$ cat src/rtl/bcrs_pkg.sv
/*
 * Constants for the boot clock and reset sequencer: settling time,
 * reset vector, direct segment window and boot memory select decode.
 * Assumes a single 100 MHz primary clock; clock controls are software-written after boot.
 */
package bcrs_pkg;
    // Oscillator settling time in microseconds
    localparam int OSC_SETTLE_US = 1000;
    // Clock period in picoseconds
    localparam int CLK_PERIOD_PS = 10000;
    // Settling time as cycles, rounded up
    localparam int OSC_SETTLE_CYC =
        (OSC_SETTLE_US * 1000000 + CLK_PERIOD_PS - 1) / CLK_PERIOD_PS;
    // Reset vector, virtual
    localparam logic [31:0] RESET_VECTOR = 32'hA000_0000;
    // Direct segment virtual base and size
    localparam logic [31:0] SEG_BASE = 32'hA000_0000;
    localparam logic [31:0] SEG_SIZE = 32'h2000_0000;
    // Physical window reached through the segment
    localparam logic [31:0] PHYS_BASE = 32'h0000_0000;
    // Size of the boot memory select window
    localparam logic [31:0] BOOT_SEL_SIZE = 32'h0400_0000;
    // Number of PLLs and peripheral clocks
    localparam int NUM_PLL = 2;
    localparam int NUM_PCLK = 8;
    // Strap level meaning crystal attached (active low enable)
    localparam logic STRAP_CRYSTAL = 1'b0;
    // Reset value of clock controls
    localparam logic [NUM_PLL-1:0] PLL_EN_RST = '0;
    localparam logic [NUM_PCLK-1:0] CLK_RUN_RST = '1;
    localparam logic [NUM_PCLK-1:0] CLK_DIV_RST = '0;
endpackage : bcrs_pkg

$ cat src/rtl/bcrs_top.sv
/*
 * Boot sequencer: waits for power good, optionally waits for crystal
 * settling, then releases the core reset synchronously and presents the
 * virtual reset vector, and translates fetch addresses through the direct segment.
 * Assumes power good and strap are asynchronous pin levels; the core
 * drives the clock control requests after boot.
 */
`timescale 1ns/1ps
module bcrs_top
    import bcrs_pkg::*;
#(
    parameter int SETTLE_CYC = OSC_SETTLE_CYC
) (
    input wire logic mclk,
    input wire logic rst_n,
    input wire logic power_stable,
    input wire logic oscillator_mode_strap,
    input wire logic [31:0] fetch_vaddr,
    input wire logic fetch_req,
    input wire logic cfg_we,
    input wire logic [NUM_PLL-1:0] cfg_pll_en,
    input wire logic [NUM_PCLK-1:0] cfg_clk_run,
    input wire logic [NUM_PCLK-1:0] cfg_clk_div,
    output logic core_rst_n,
    output logic [31:0] boot_fetch_addr,
    output logic [31:0] fetch_paddr,
    output logic boot_memory_select,
    output logic seg_hit,
    output logic [NUM_PLL-1:0] pll_en,
    output logic [NUM_PCLK-1:0] clk_run,
    output logic [NUM_PCLK-1:0] clk_div
);
    // Sequencer states, one-hot
    typedef enum logic [3:0] {
        ST_POWER = 4'h1,
        ST_STRAP = 4'h2,
        ST_SETTLE = 4'h4,
        ST_RUN = 4'h8
    } bcrs_state_e;

    // Whole module state
    typedef struct packed {
        logic pwr_s1;
        logic pwr_s2;
        logic strap_s1;
        logic strap_s2;
        logic crystal;
        bcrs_state_e st;
        logic [31:0] cnt;
        logic core_rst_n;
        logic [31:0] boot_addr;
        logic [31:0] paddr;
        logic sel;
        logic hit;
        logic [NUM_PLL-1:0] pll_en;
        logic [NUM_PCLK-1:0] clk_run;
        logic [NUM_PCLK-1:0] clk_div;
    } bcrs_s;

    bcrs_s st_ff; // Registered state
    bcrs_s nxt_st; // Next state

    // Direct segment hit test
    function automatic logic in_seg(input logic [31:0] va);
        in_seg = (va >= SEG_BASE) && ((va - SEG_BASE) < SEG_SIZE);
    endfunction : in_seg

    // Segment translation to physical
    function automatic logic [31:0] seg_xlate(input logic [31:0] va);
        seg_xlate = (va - SEG_BASE) + PHYS_BASE;
    endfunction : seg_xlate

    // Next state logic
    always_comb begin
        nxt_st = st_ff;
        // Two-stage synchronisers
        nxt_st.pwr_s1 = power_stable;
        nxt_st.pwr_s2 = st_ff.pwr_s1;
        nxt_st.strap_s1 = oscillator_mode_strap;
        nxt_st.strap_s2 = st_ff.strap_s1;
        unique case (st_ff.st)
            ST_POWER: begin
                // Hold reset until power good
                nxt_st.core_rst_n = 1'b0;
                if (st_ff.pwr_s2) begin
                    nxt_st.st = ST_STRAP;
                end
            end
            ST_STRAP: begin
                // Sample the strap once, after sync
                nxt_st.crystal = (st_ff.strap_s2 == STRAP_CRYSTAL);
                nxt_st.cnt = '0;
                if (!st_ff.pwr_s2) begin
                    nxt_st.st = ST_POWER;
                end else if (st_ff.strap_s2 == STRAP_CRYSTAL) begin
                    nxt_st.st = ST_SETTLE;
                end else begin
                    nxt_st.st = ST_RUN;
                    nxt_st.core_rst_n = 1'b1;
                end
            end
            ST_SETTLE: begin
                // Count crystal settling cycles
                if (!st_ff.pwr_s2) begin
                    nxt_st.st = ST_POWER;
                end else if (st_ff.cnt >= 32'(SETTLE_CYC - 1)) begin
                    nxt_st.st = ST_RUN;
                    nxt_st.core_rst_n = 1'b1;
                end else begin
                    nxt_st.cnt = st_ff.cnt + 32'h0000_0001;
                end
            end
            ST_RUN: begin
                // Power loss drops back into reset
                if (!st_ff.pwr_s2) begin
                    nxt_st.st = ST_POWER;
                    nxt_st.core_rst_n = 1'b0;
                end
            end
            default: begin
                // Illegal code recovers to power wait
                nxt_st.st = ST_POWER;
                nxt_st.core_rst_n = 1'b0;
            end
        endcase
        // Fetch path: boot vector, then segment decode
        nxt_st.boot_addr = RESET_VECTOR;
        nxt_st.hit = fetch_req && in_seg(fetch_vaddr);
        nxt_st.paddr = in_seg(fetch_vaddr) ?
            seg_xlate(fetch_vaddr) : fetch_vaddr;
        nxt_st.sel = nxt_st.hit &&
            (nxt_st.paddr < BOOT_SEL_SIZE);
        // Clock controls: defaults in reset, software after
        if (!st_ff.core_rst_n) begin
            nxt_st.pll_en = PLL_EN_RST;
            nxt_st.clk_run = CLK_RUN_RST;
            nxt_st.clk_div = CLK_DIV_RST;
        end else if (cfg_we) begin
            nxt_st.pll_en = cfg_pll_en;
            nxt_st.clk_run = cfg_clk_run;
            nxt_st.clk_div = cfg_clk_div;
        end
    end

    // State register, synchronous reset
    always_ff @(posedge mclk) begin
        if (!rst_n) begin
            st_ff <= '{pwr_s1: 1'b0, pwr_s2: 1'b0, strap_s1: 1'b0,
                strap_s2: 1'b0, crystal: 1'b0, st: ST_POWER,
                cnt: 32'h0000_0000, core_rst_n: 1'b0,
                boot_addr: RESET_VECTOR, paddr: 32'h0000_0000,
                sel: 1'b0, hit: 1'b0, pll_en: PLL_EN_RST,
                clk_run: CLK_RUN_RST, clk_div: CLK_DIV_RST};
        end else begin
            st_ff <= nxt_st;
        end
    end

    // Outputs straight from flip-flops
    assign core_rst_n = st_ff.core_rst_n;
    assign boot_fetch_addr = st_ff.boot_addr;
    assign fetch_paddr = st_ff.paddr;
    assign boot_memory_select = st_ff.sel;
    assign seg_hit = st_ff.hit;
    assign pll_en = st_ff.pll_en;
    assign clk_run = st_ff.clk_run;
    assign clk_div = st_ff.clk_div;

    // Core stays in reset while power not good
    property p_hold_power;
        @(posedge mclk) disable iff (!rst_n)
        !st_ff.pwr_s2 |=> !core_rst_n;
    endproperty
    a_hold_power: assert property (p_hold_power)
        else $error("core reset released without power");

    // External clock releases two cycles after power sync
    property p_ext_fast;
        @(posedge mclk) disable iff (!rst_n)
        (st_ff.st == ST_STRAP && st_ff.pwr_s2 &&
            st_ff.strap_s2 != STRAP_CRYSTAL) |=> core_rst_n;
    endproperty
    a_ext_fast: assert property (p_ext_fast)
        else $error("external clock release delayed");

    // Crystal path waits in settle state
    property p_xtal_wait;
        @(posedge mclk) disable iff (!rst_n)
        (st_ff.st == ST_STRAP && st_ff.pwr_s2 &&
            st_ff.strap_s2 == STRAP_CRYSTAL) |=> !core_rst_n [*2];
    endproperty
    a_xtal_wait: assert property (p_xtal_wait)
        else $error("crystal release without settling");

    // Settle counter reaches limit before release
    property p_settle_done;
        @(posedge mclk) disable iff (!rst_n)
        ($rose(core_rst_n) && st_ff.crystal) |->
            $past(st_ff.cnt) >= 32'(SETTLE_CYC - 1);
    endproperty
    a_settle_done: assert property (p_settle_done)
        else $error("released before settle count");

    // PLLs off and clocks undivided from one cycle after core reset asserts
    property p_clk_default;
        @(posedge mclk) disable iff (!rst_n)
        !core_rst_n |=> (pll_en == PLL_EN_RST) &&
            (clk_run == CLK_RUN_RST) && (clk_div == CLK_DIV_RST);
    endproperty
    a_clk_default: assert property (p_clk_default)
        else $error("clock controls not at default");

    // Reset vector constant
    property p_vector;
        @(posedge mclk) disable iff (!rst_n)
        core_rst_n |-> boot_fetch_addr == 32'hA000_0000;
    endproperty
    a_vector: assert property (p_vector)
        else $error("wrong reset vector");

    // Segment translation one cycle later
    property p_xlate;
        @(posedge mclk) disable iff (!rst_n)
        (fetch_req && fetch_vaddr == 32'hA000_0000) |=>
            (seg_hit && fetch_paddr == 32'h0000_0000 &&
            boot_memory_select);
    endproperty
    a_xlate: assert property (p_xlate)
        else $error("reset fetch not on boot memory");

    // Software updates apply after release
    property p_sw_cfg;
        @(posedge mclk) disable iff (!rst_n)
        (core_rst_n && cfg_we) |=> pll_en == $past(cfg_pll_en);
    endproperty
    a_sw_cfg: assert property (p_sw_cfg)
        else $error("pll enable not updated");

    // Peripheral run and divide controls follow a write, both fields together
    property p_sw_div;
        @(posedge mclk) disable iff (!rst_n)
        (core_rst_n && cfg_we) |=> (clk_run == $past(cfg_clk_run)) &&
            (clk_div == $past(cfg_clk_div));
    endproperty
    a_sw_div: assert property (p_sw_div)
        else $error("peripheral clock controls not updated");

    // Released core sees default clocks on every boot
    property p_release_defaults;
        @(posedge mclk) disable iff (!rst_n)
        $rose(core_rst_n) |-> (pll_en == PLL_EN_RST) &&
            (clk_run == CLK_RUN_RST) && (clk_div == CLK_DIV_RST);
    endproperty
    a_release_defaults: assert property (p_release_defaults)
        else $error("clock controls not at default on release");

    // Core reset is high only in the run state
    property p_run_only;
        @(posedge mclk) disable iff (!rst_n)
        core_rst_n |-> (st_ff.st == ST_RUN);
    endproperty
    a_run_only: assert property (p_run_only)
        else $error("core reset released outside run state");

    // Strap changes after boot leave the core running
    property p_strap_ignored;
        @(posedge mclk) disable iff (!rst_n)
        (core_rst_n && st_ff.pwr_s2) |=> core_rst_n;
    endproperty
    a_strap_ignored: assert property (p_strap_ignored)
        else $error("core reset dropped while power stable");

    // Fetch outside the segment passes through unselected
    property p_xlate_miss;
        @(posedge mclk) disable iff (!rst_n)
        (fetch_req && ((fetch_vaddr < SEG_BASE) ||
            (fetch_vaddr >= (SEG_BASE + SEG_SIZE)))) |=>
            (!seg_hit && !boot_memory_select &&
            (fetch_paddr == $past(fetch_vaddr)));
    endproperty
    a_xlate_miss: assert property (p_xlate_miss)
        else $error("fetch outside segment translated");

    // State register keeps its one-hot coding
    property p_state_onehot;
        @(posedge mclk) disable iff (!rst_n)
        $onehot(st_ff.st);
    endproperty
    a_state_onehot: assert property (p_state_onehot)
        else $error("sequencer state not one-hot");
endmodule : bcrs_top

$ cat config.mk
export PLATFORM = sky130hd
export DESIGN_NAME = bcrs_top
export DESIGN_NICKNAME = d
export VERILOG_FILES = /design/src/rtl/bcrs_pkg.sv /design/src/rtl/bcrs_top.sv
export SDC_FILE = /design/constraint.sdc
export NUM_CORES = 1
export LEC_CHECK = 0
export ABC_AREA = 1
export CAP_MARGIN = 40
export CORE_UTILIZATION = 50
export CTS_CLUSTER_DIAMETER = 150
export DETAILED_ROUTE_END_ITERATION = 16
export DONT_BUFFER_PORTS = 1
export HOLD_SLACK_MARGIN = 0.05
export PLACE_DENSITY = 0.69
export SLEW_MARGIN = 20
export SYNTH_ARGS = -nofsm -noshare
export SYNTH_HDL_FRONTEND = slang
export SYNTH_SLANG_ARGS = --single-unit
$ cat constraint.sdc
create_clock -name mclk -period 3.5 [get_ports mclk]
set_input_delay 0.35 -clock mclk [delete_from_list [all_inputs] [get_ports mclk]]
set_output_delay 0.35 -clock mclk [all_outputs]
set_load 0.01 [all_outputs]
---- After elaboration in Yosys (flattened, before gate mapping) ----
Cells that the tools add are included.
storage, ports and cells
  bits in registers ....................... 125
  input bits .............................. 56
operators by class
  add/subtract/negate cells ............... 2
  order comparisons ....................... 4
  eq/ne operators ......................... 12
  multiplexer cells ....................... 16
  reduce and logical (&&, ||, !) cells .... 8
operator list
  cell                                                                  count
  2-to-1 mux 32 bit                                                     2
  one-hot mux 32 bit (2 select lines)                                   1
  2-to-1 mux 33 bit                                                     1
  adder 32 x 1 -> 32 bit (second input constant)                        1
  greater-or-equal comparator 32 x 17 -> 1 bit (second input constant)  1
  greater-or-equal comparator 32 bit (second input constant)            1
  less-than comparator 32 x 27 -> 1 bit (second input constant)         1
  less-than comparator 32 x 30 -> 1 bit (second input constant)         1
  subtractor 32 bit (second input constant)                             1
  2-to-1 mux 4 bit                                                      6
  one-hot mux 4 bit (4 select lines)                                    1
  inequality test 2 bit (second input constant)                         7
  AND reduction 3 bit                                                   2
  AND reduction 5 bit                                                   1
  equality test 4 x 1 -> 1 bit (second input constant)                  1
  equality test 4 x 2 -> 1 bit (second input constant)                  1
  equality test 4 x 3 -> 1 bit (second input constant)                  1
  equality test 4 bit (second input constant)                           1
  2-to-1 mux 1 bit                                                      4
  logical AND 1 bit                                                     3
  inequality test 3 bit (second input constant)                         1
  one-hot mux 1 bit (3 select lines)                                    1
  AND reduction 2 bit                                                   1
  nonzero test 2 bit                                                    1

---- Longest topological paths before layout ----
  depth after elaboration ................. 6
  gate-level depth with buffers ........... 10
  depth with buffers taken out ............ 10

---- Least setup slack after synthesis ----
No wires, ideal clock.
  path type ............................... register to register
  start point ............................. register st_ff[85] in the netlist's numbering
  end point ............................... register st_ff[114] in the netlist's numbering
  arrival ................................. 1.462 ns
  required time ........................... 3.427 ns
  slack ................................... 1.965 ns
  cell stages (with the launch flop) ...... 9
  buffers on the path ..................... 1
  path through ............................ dfxtp_1 -> ha_1 -> nand2_2 -> o21ai_2 -> nand3_2 -> nand4_4 -> nand2_4 -> buf_6 -> nor3b_2
on the way
  cells in the longest elaborated chain, start to end .. 4
  elaborated cells between the ends (all ways) .. 7
  classes of those cells .................. add/sub: 1; order compare: 1; eq/ne: 1; mux: 3; reduce/logical: 1
RTL lines
  what                                 line             RTL
  start, declared                      bcrs_top.sv:60   bcrs_s st_ff;
  start signal, assigned               bcrs_top.sv:148  st_ff <= '{pwr_s1: 1'b0, pwr_s2: 1'b0, strap_s1: 1'b0,
  start signal, assigned               bcrs_top.sv:155  st_ff <= nxt_st;
  adder 32 x 1 -> 32 bit               bcrs_top.sv:110  nxt_st.cnt = st_ff.cnt + 32'h0000_0001;
  2-to-1 mux 32 bit                    bcrs_top.sv:106  end else if (st_ff.cnt >= 32'(SETTLE_CYC - 1)) begin
  2-to-1 mux 33 bit                    bcrs_top.sv:104  if (!st_ff.pwr_s2) begin
  one-hot mux 32 bit (2 select lines)  bcrs_top.sv:81   unique case (st_ff.st)
Parallel ways exist; a longest one is shown, timed or not. The select of a mux whose other input is x is not followed.
A chain may end at the register's enable or synchronous reset.

---- Final worst setup path ----
  start point ............................. register st_ff[118] in the netlist's numbering
  end point ............................... register st_ff[101] in the netlist's numbering
on the way
  cells in the longest elaborated chain, start to end .. 3
  elaborated cells between the ends (all ways) .. 7
  classes of those cells .................. eq/ne: 4; mux: 1; reduce/logical: 2
RTL lines
  what                                                                                 line
  equality test 4 x 3 -> 1 bit / equality test 4 x 2 -> 1 bit (equally long branches)  bcrs_top.sv:81
  inequality test 2 bit (no source line) / nonzero test 2 bit (equally long branches)  n/a
  AND reduction 3 bit (no source line)                                                 n/a
Parallel ways exist; a longest one is shown, timed or not.

==> results.yml <==
clock_network:
  cts.repair.resized: 0
  cts-root-buf: "clkbuf_8"
  cts_htree_levels: 3
  path_clk_slew_ns: 0.10
  clock_path_buffers: 2
  post-cts-setup-buffer-count: 0
  cts.hold.buffers_added: 0
  cts_buffers: 9
  cts_tree: "yes"
  clk_latency_ns: 0.37
  cts.sinks: 93
power_and_ir_drop:
  powerDensity_nw_per_um2: 444
  finalPower_uw: 1900
  leakage_uw: 0.00196
  ir_worst_vdd_mv: 0.166
synthesis:
  ys_seq_area_frac: 0.411
  ys.flop_type: "dfxtp_1"
  synth_enable_flop_cells: 0
  async_flop_share: 0
  synth_seq_cells: 93
  synth_common_cells: "nand2_1 (131), dfxtp_1 (93), buf_4 (83), nor2_1 (69), inv_1 (64)"
  synth_cells: 602
  yosys.area.top_type: "dfxtp_1"
  synthDistinctLibCells: 42
  yosys-top-cells-area: "dfxtp_1 (41%), buf_4 (14%), nand2_1 (11%)"
  synth_area_um2: 4530
  yosysMostFrequentCell: "nand2_1"
  yosys.area.top_type_share: 0.411
  syn-mean-instance-area_um2: 7.53
  yosysWarnings: 0
detailed_routing:
  drt_pass1_iterations: 4
  drtAntennaViolNets: 0
  vias: 3169
  drcViolationCount: 0
  drt-wirelength-per-cell_um: 12.0
  drt-total-wl_mm: 7.89
  viasPerCell: 4.82
  drtIter0Drc: 186
setup_path:
  criticalPathCategory: "register to register"
  crit_arrival_ns: 2.14
  rr_endpoint: "st_ff[101]$_SDFFE_PN0P_"
  reg2reg_from: "st_ff[118]$_SDFFE_PN0P_"
  worstRegToRegCells: 9
  cp-endpoint: "st_ff[101]$_SDFFE_PN0P_"
  start_kind: "register"
  reg2reg_setup_slack_ns: 1.65
  critical_path.max_fanout: 16
  cp-end-kind: "register"
  startpoint: "st_ff[118]$_SDFFE_PN0P_"
  crit_required_ns: 3.79
finish:
  nNetsFinal: 605
  drive_above_1_share: 0.0855
  fin_cells: 658
  antenna_cells: 0
  fillers: 888
  syn_to_final_growth_pct: -5.44
  design_area_um2: 4290
grt:
  grt_pass1_vias: 2861
  grt_usage: 0.170
  grt_start_max_net_pins: 42
  antenna_found_initial: 0
  grt_pass1_wl_mm: 13.1
  grt_overflow: 0
placed_design:
  io_buffers: 0
  dp.cells: 643
  gp_congestion: 0.893
  place_hpwl_mm: 5.86
  dpl-instance-area_um2: 4090
timing:
  setup_tns_ns: 0
  fin_crit_sh: 0.529
  clock_skew_ns: 0.0123
  rsz0062_at_grt: "false"
  setup_viol: 0
  finalHoldViolCount: 0
  period_needed_ns: 1.85
  max_freq_ghz: 0.540
  report.final.slew_viol_count: 0
floorplanning:
  core_area_um2: 8760
  die_height_um: 97.2
  dieArea_um2: 9450
  initial_core_util: 0.517
  num_rows: 34
  die_width_um: 97.2
  boundaryPins: 141
status:
  status: "complete, no violations"
job:
  drv_cap: 0
hold_path:
  holdCritPathClass: "input pin to register"
  min_delay_path_depth: 2
[report_power, final]
group / leakage [µW] / total [µW] / switching [µW] / internal [µW]
registers: 0.000759 / 1100 / 21.2 / 1080
logic: 0.00110 / 72.2 / 51.4 / 20.9
clock network: 0.0000980 / 727 / 392 / 335
total: 0.00196 / 1900 / 465 / 1440
[layout by cell type (no fill, tap or decap), types with 9 or more instances in the layout]
cell,n
nor3b_2,9
nand2_1,131
nor2_1,69
a21oi_1,28
o21ai_0,9
nand3_1,41
dfxtp_1,93
clkbuf_8,9
conb_1,32
inv_1,64
nand4_1,9
nor3_1,10
[routing by layer]
layer / global-route usage / up-vias / share of wire
met5: 0 / - / 0
met2: 0.276 / 124 / 0.46
li1: - / 1645 / -
met3: 0.0496 / 19 / 0.070
met4: 0.0758 / 0 / 0.022
met1: 0.210 / 1381 / 0.45
[how the worst min path moves through the flow]
stage / start / slack [ns] / to
finish: power_stable / 0.08 / nxt_st[124]$_SDFF_PN0_
global route: rst_n / 0.06 / st_ff[117]$_SDFFE_PN1P_
CTS: fetch_vaddr[17] / 0.06 / fetch_paddr[17]$_SDFF_PN0_
detailed placement: nxt_st[124]$_SDFF_PN0_ / 0.40 / st_ff[124]$_SDFF_PN0_
global placement: nxt_st[124]$_SDFF_PN0_ / 0.40 / st_ff[124]$_SDFF_PN0_
floorplan: nxt_st[122]$_SDFF_PN0_ / 0.39 / st_ff[122]$_SDFF_PN0_
[through the flow]
step,hold WS (ns),util,setup WS [ns]
global placement,0.398,0.467,1.75
finish,0.0770,0.489,1.65
floorplan,0.390,-,1.97
detailed placement,0.396,0.467,1.68
global route,0.0574,0.489,1.42
CTS,0.0613,0.489,1.64
[sequential cells by signal (all words and copies together), names as in the netlist]
name                flops
seg_hit                 1
nxt_st                  2
clk_run                 8
fetch_paddr            32
st_ff                  38
core_rst_n              1
pll_en                  2
clk_div                 8
boot_memory_select      1
[kinds of logic (layout without fill, tap and decap cells)]
kind of cell               count (synthesis)  count (layout)  share of synthesized area
and+or+nand+nor                          288             288                      0.305
adders and majority gates                  3               3                    0.00828
buffers and inverters                    168              86                      0.212
AOI/OAI and AO/OA                         43              43                     0.0530
DFF                                       93              93                      0.411
other                                      2              32                    0.00166
xor gates and xnor gates                   5               5                    0.00966
[layout make-up]
| class | instances | area [µm²] | share of cell area |
|---|---|---|---|
| timing repair buffer | 1 | 7.51 | 0.00175 |
| inverter | 70 | 263 | 0.0613 |
| tap | 108 | 135 | 0.0315 |
| sequential | 93 | 1860 | 0.434 |
| clock inverter | 6 | 71.3 | 0.0166 |
| clock buffer | 9 | 124 | 0.0289 |
| multi-input combinational | 371 | 1820 | 0.426 |
[critical path: stages (launching register included)]
cell and delay (ns):
dfxtp_1 0.36, nor2_4 0.13, nand3_4 0.14, inv_2 0.08, nand2_1 0.08, nor2_4 0.16
nand4_4 0.26, nand2_4 0.32, nand2_1 0.08, a21oi_1 0.14
(Power assumes the default switching activity.)
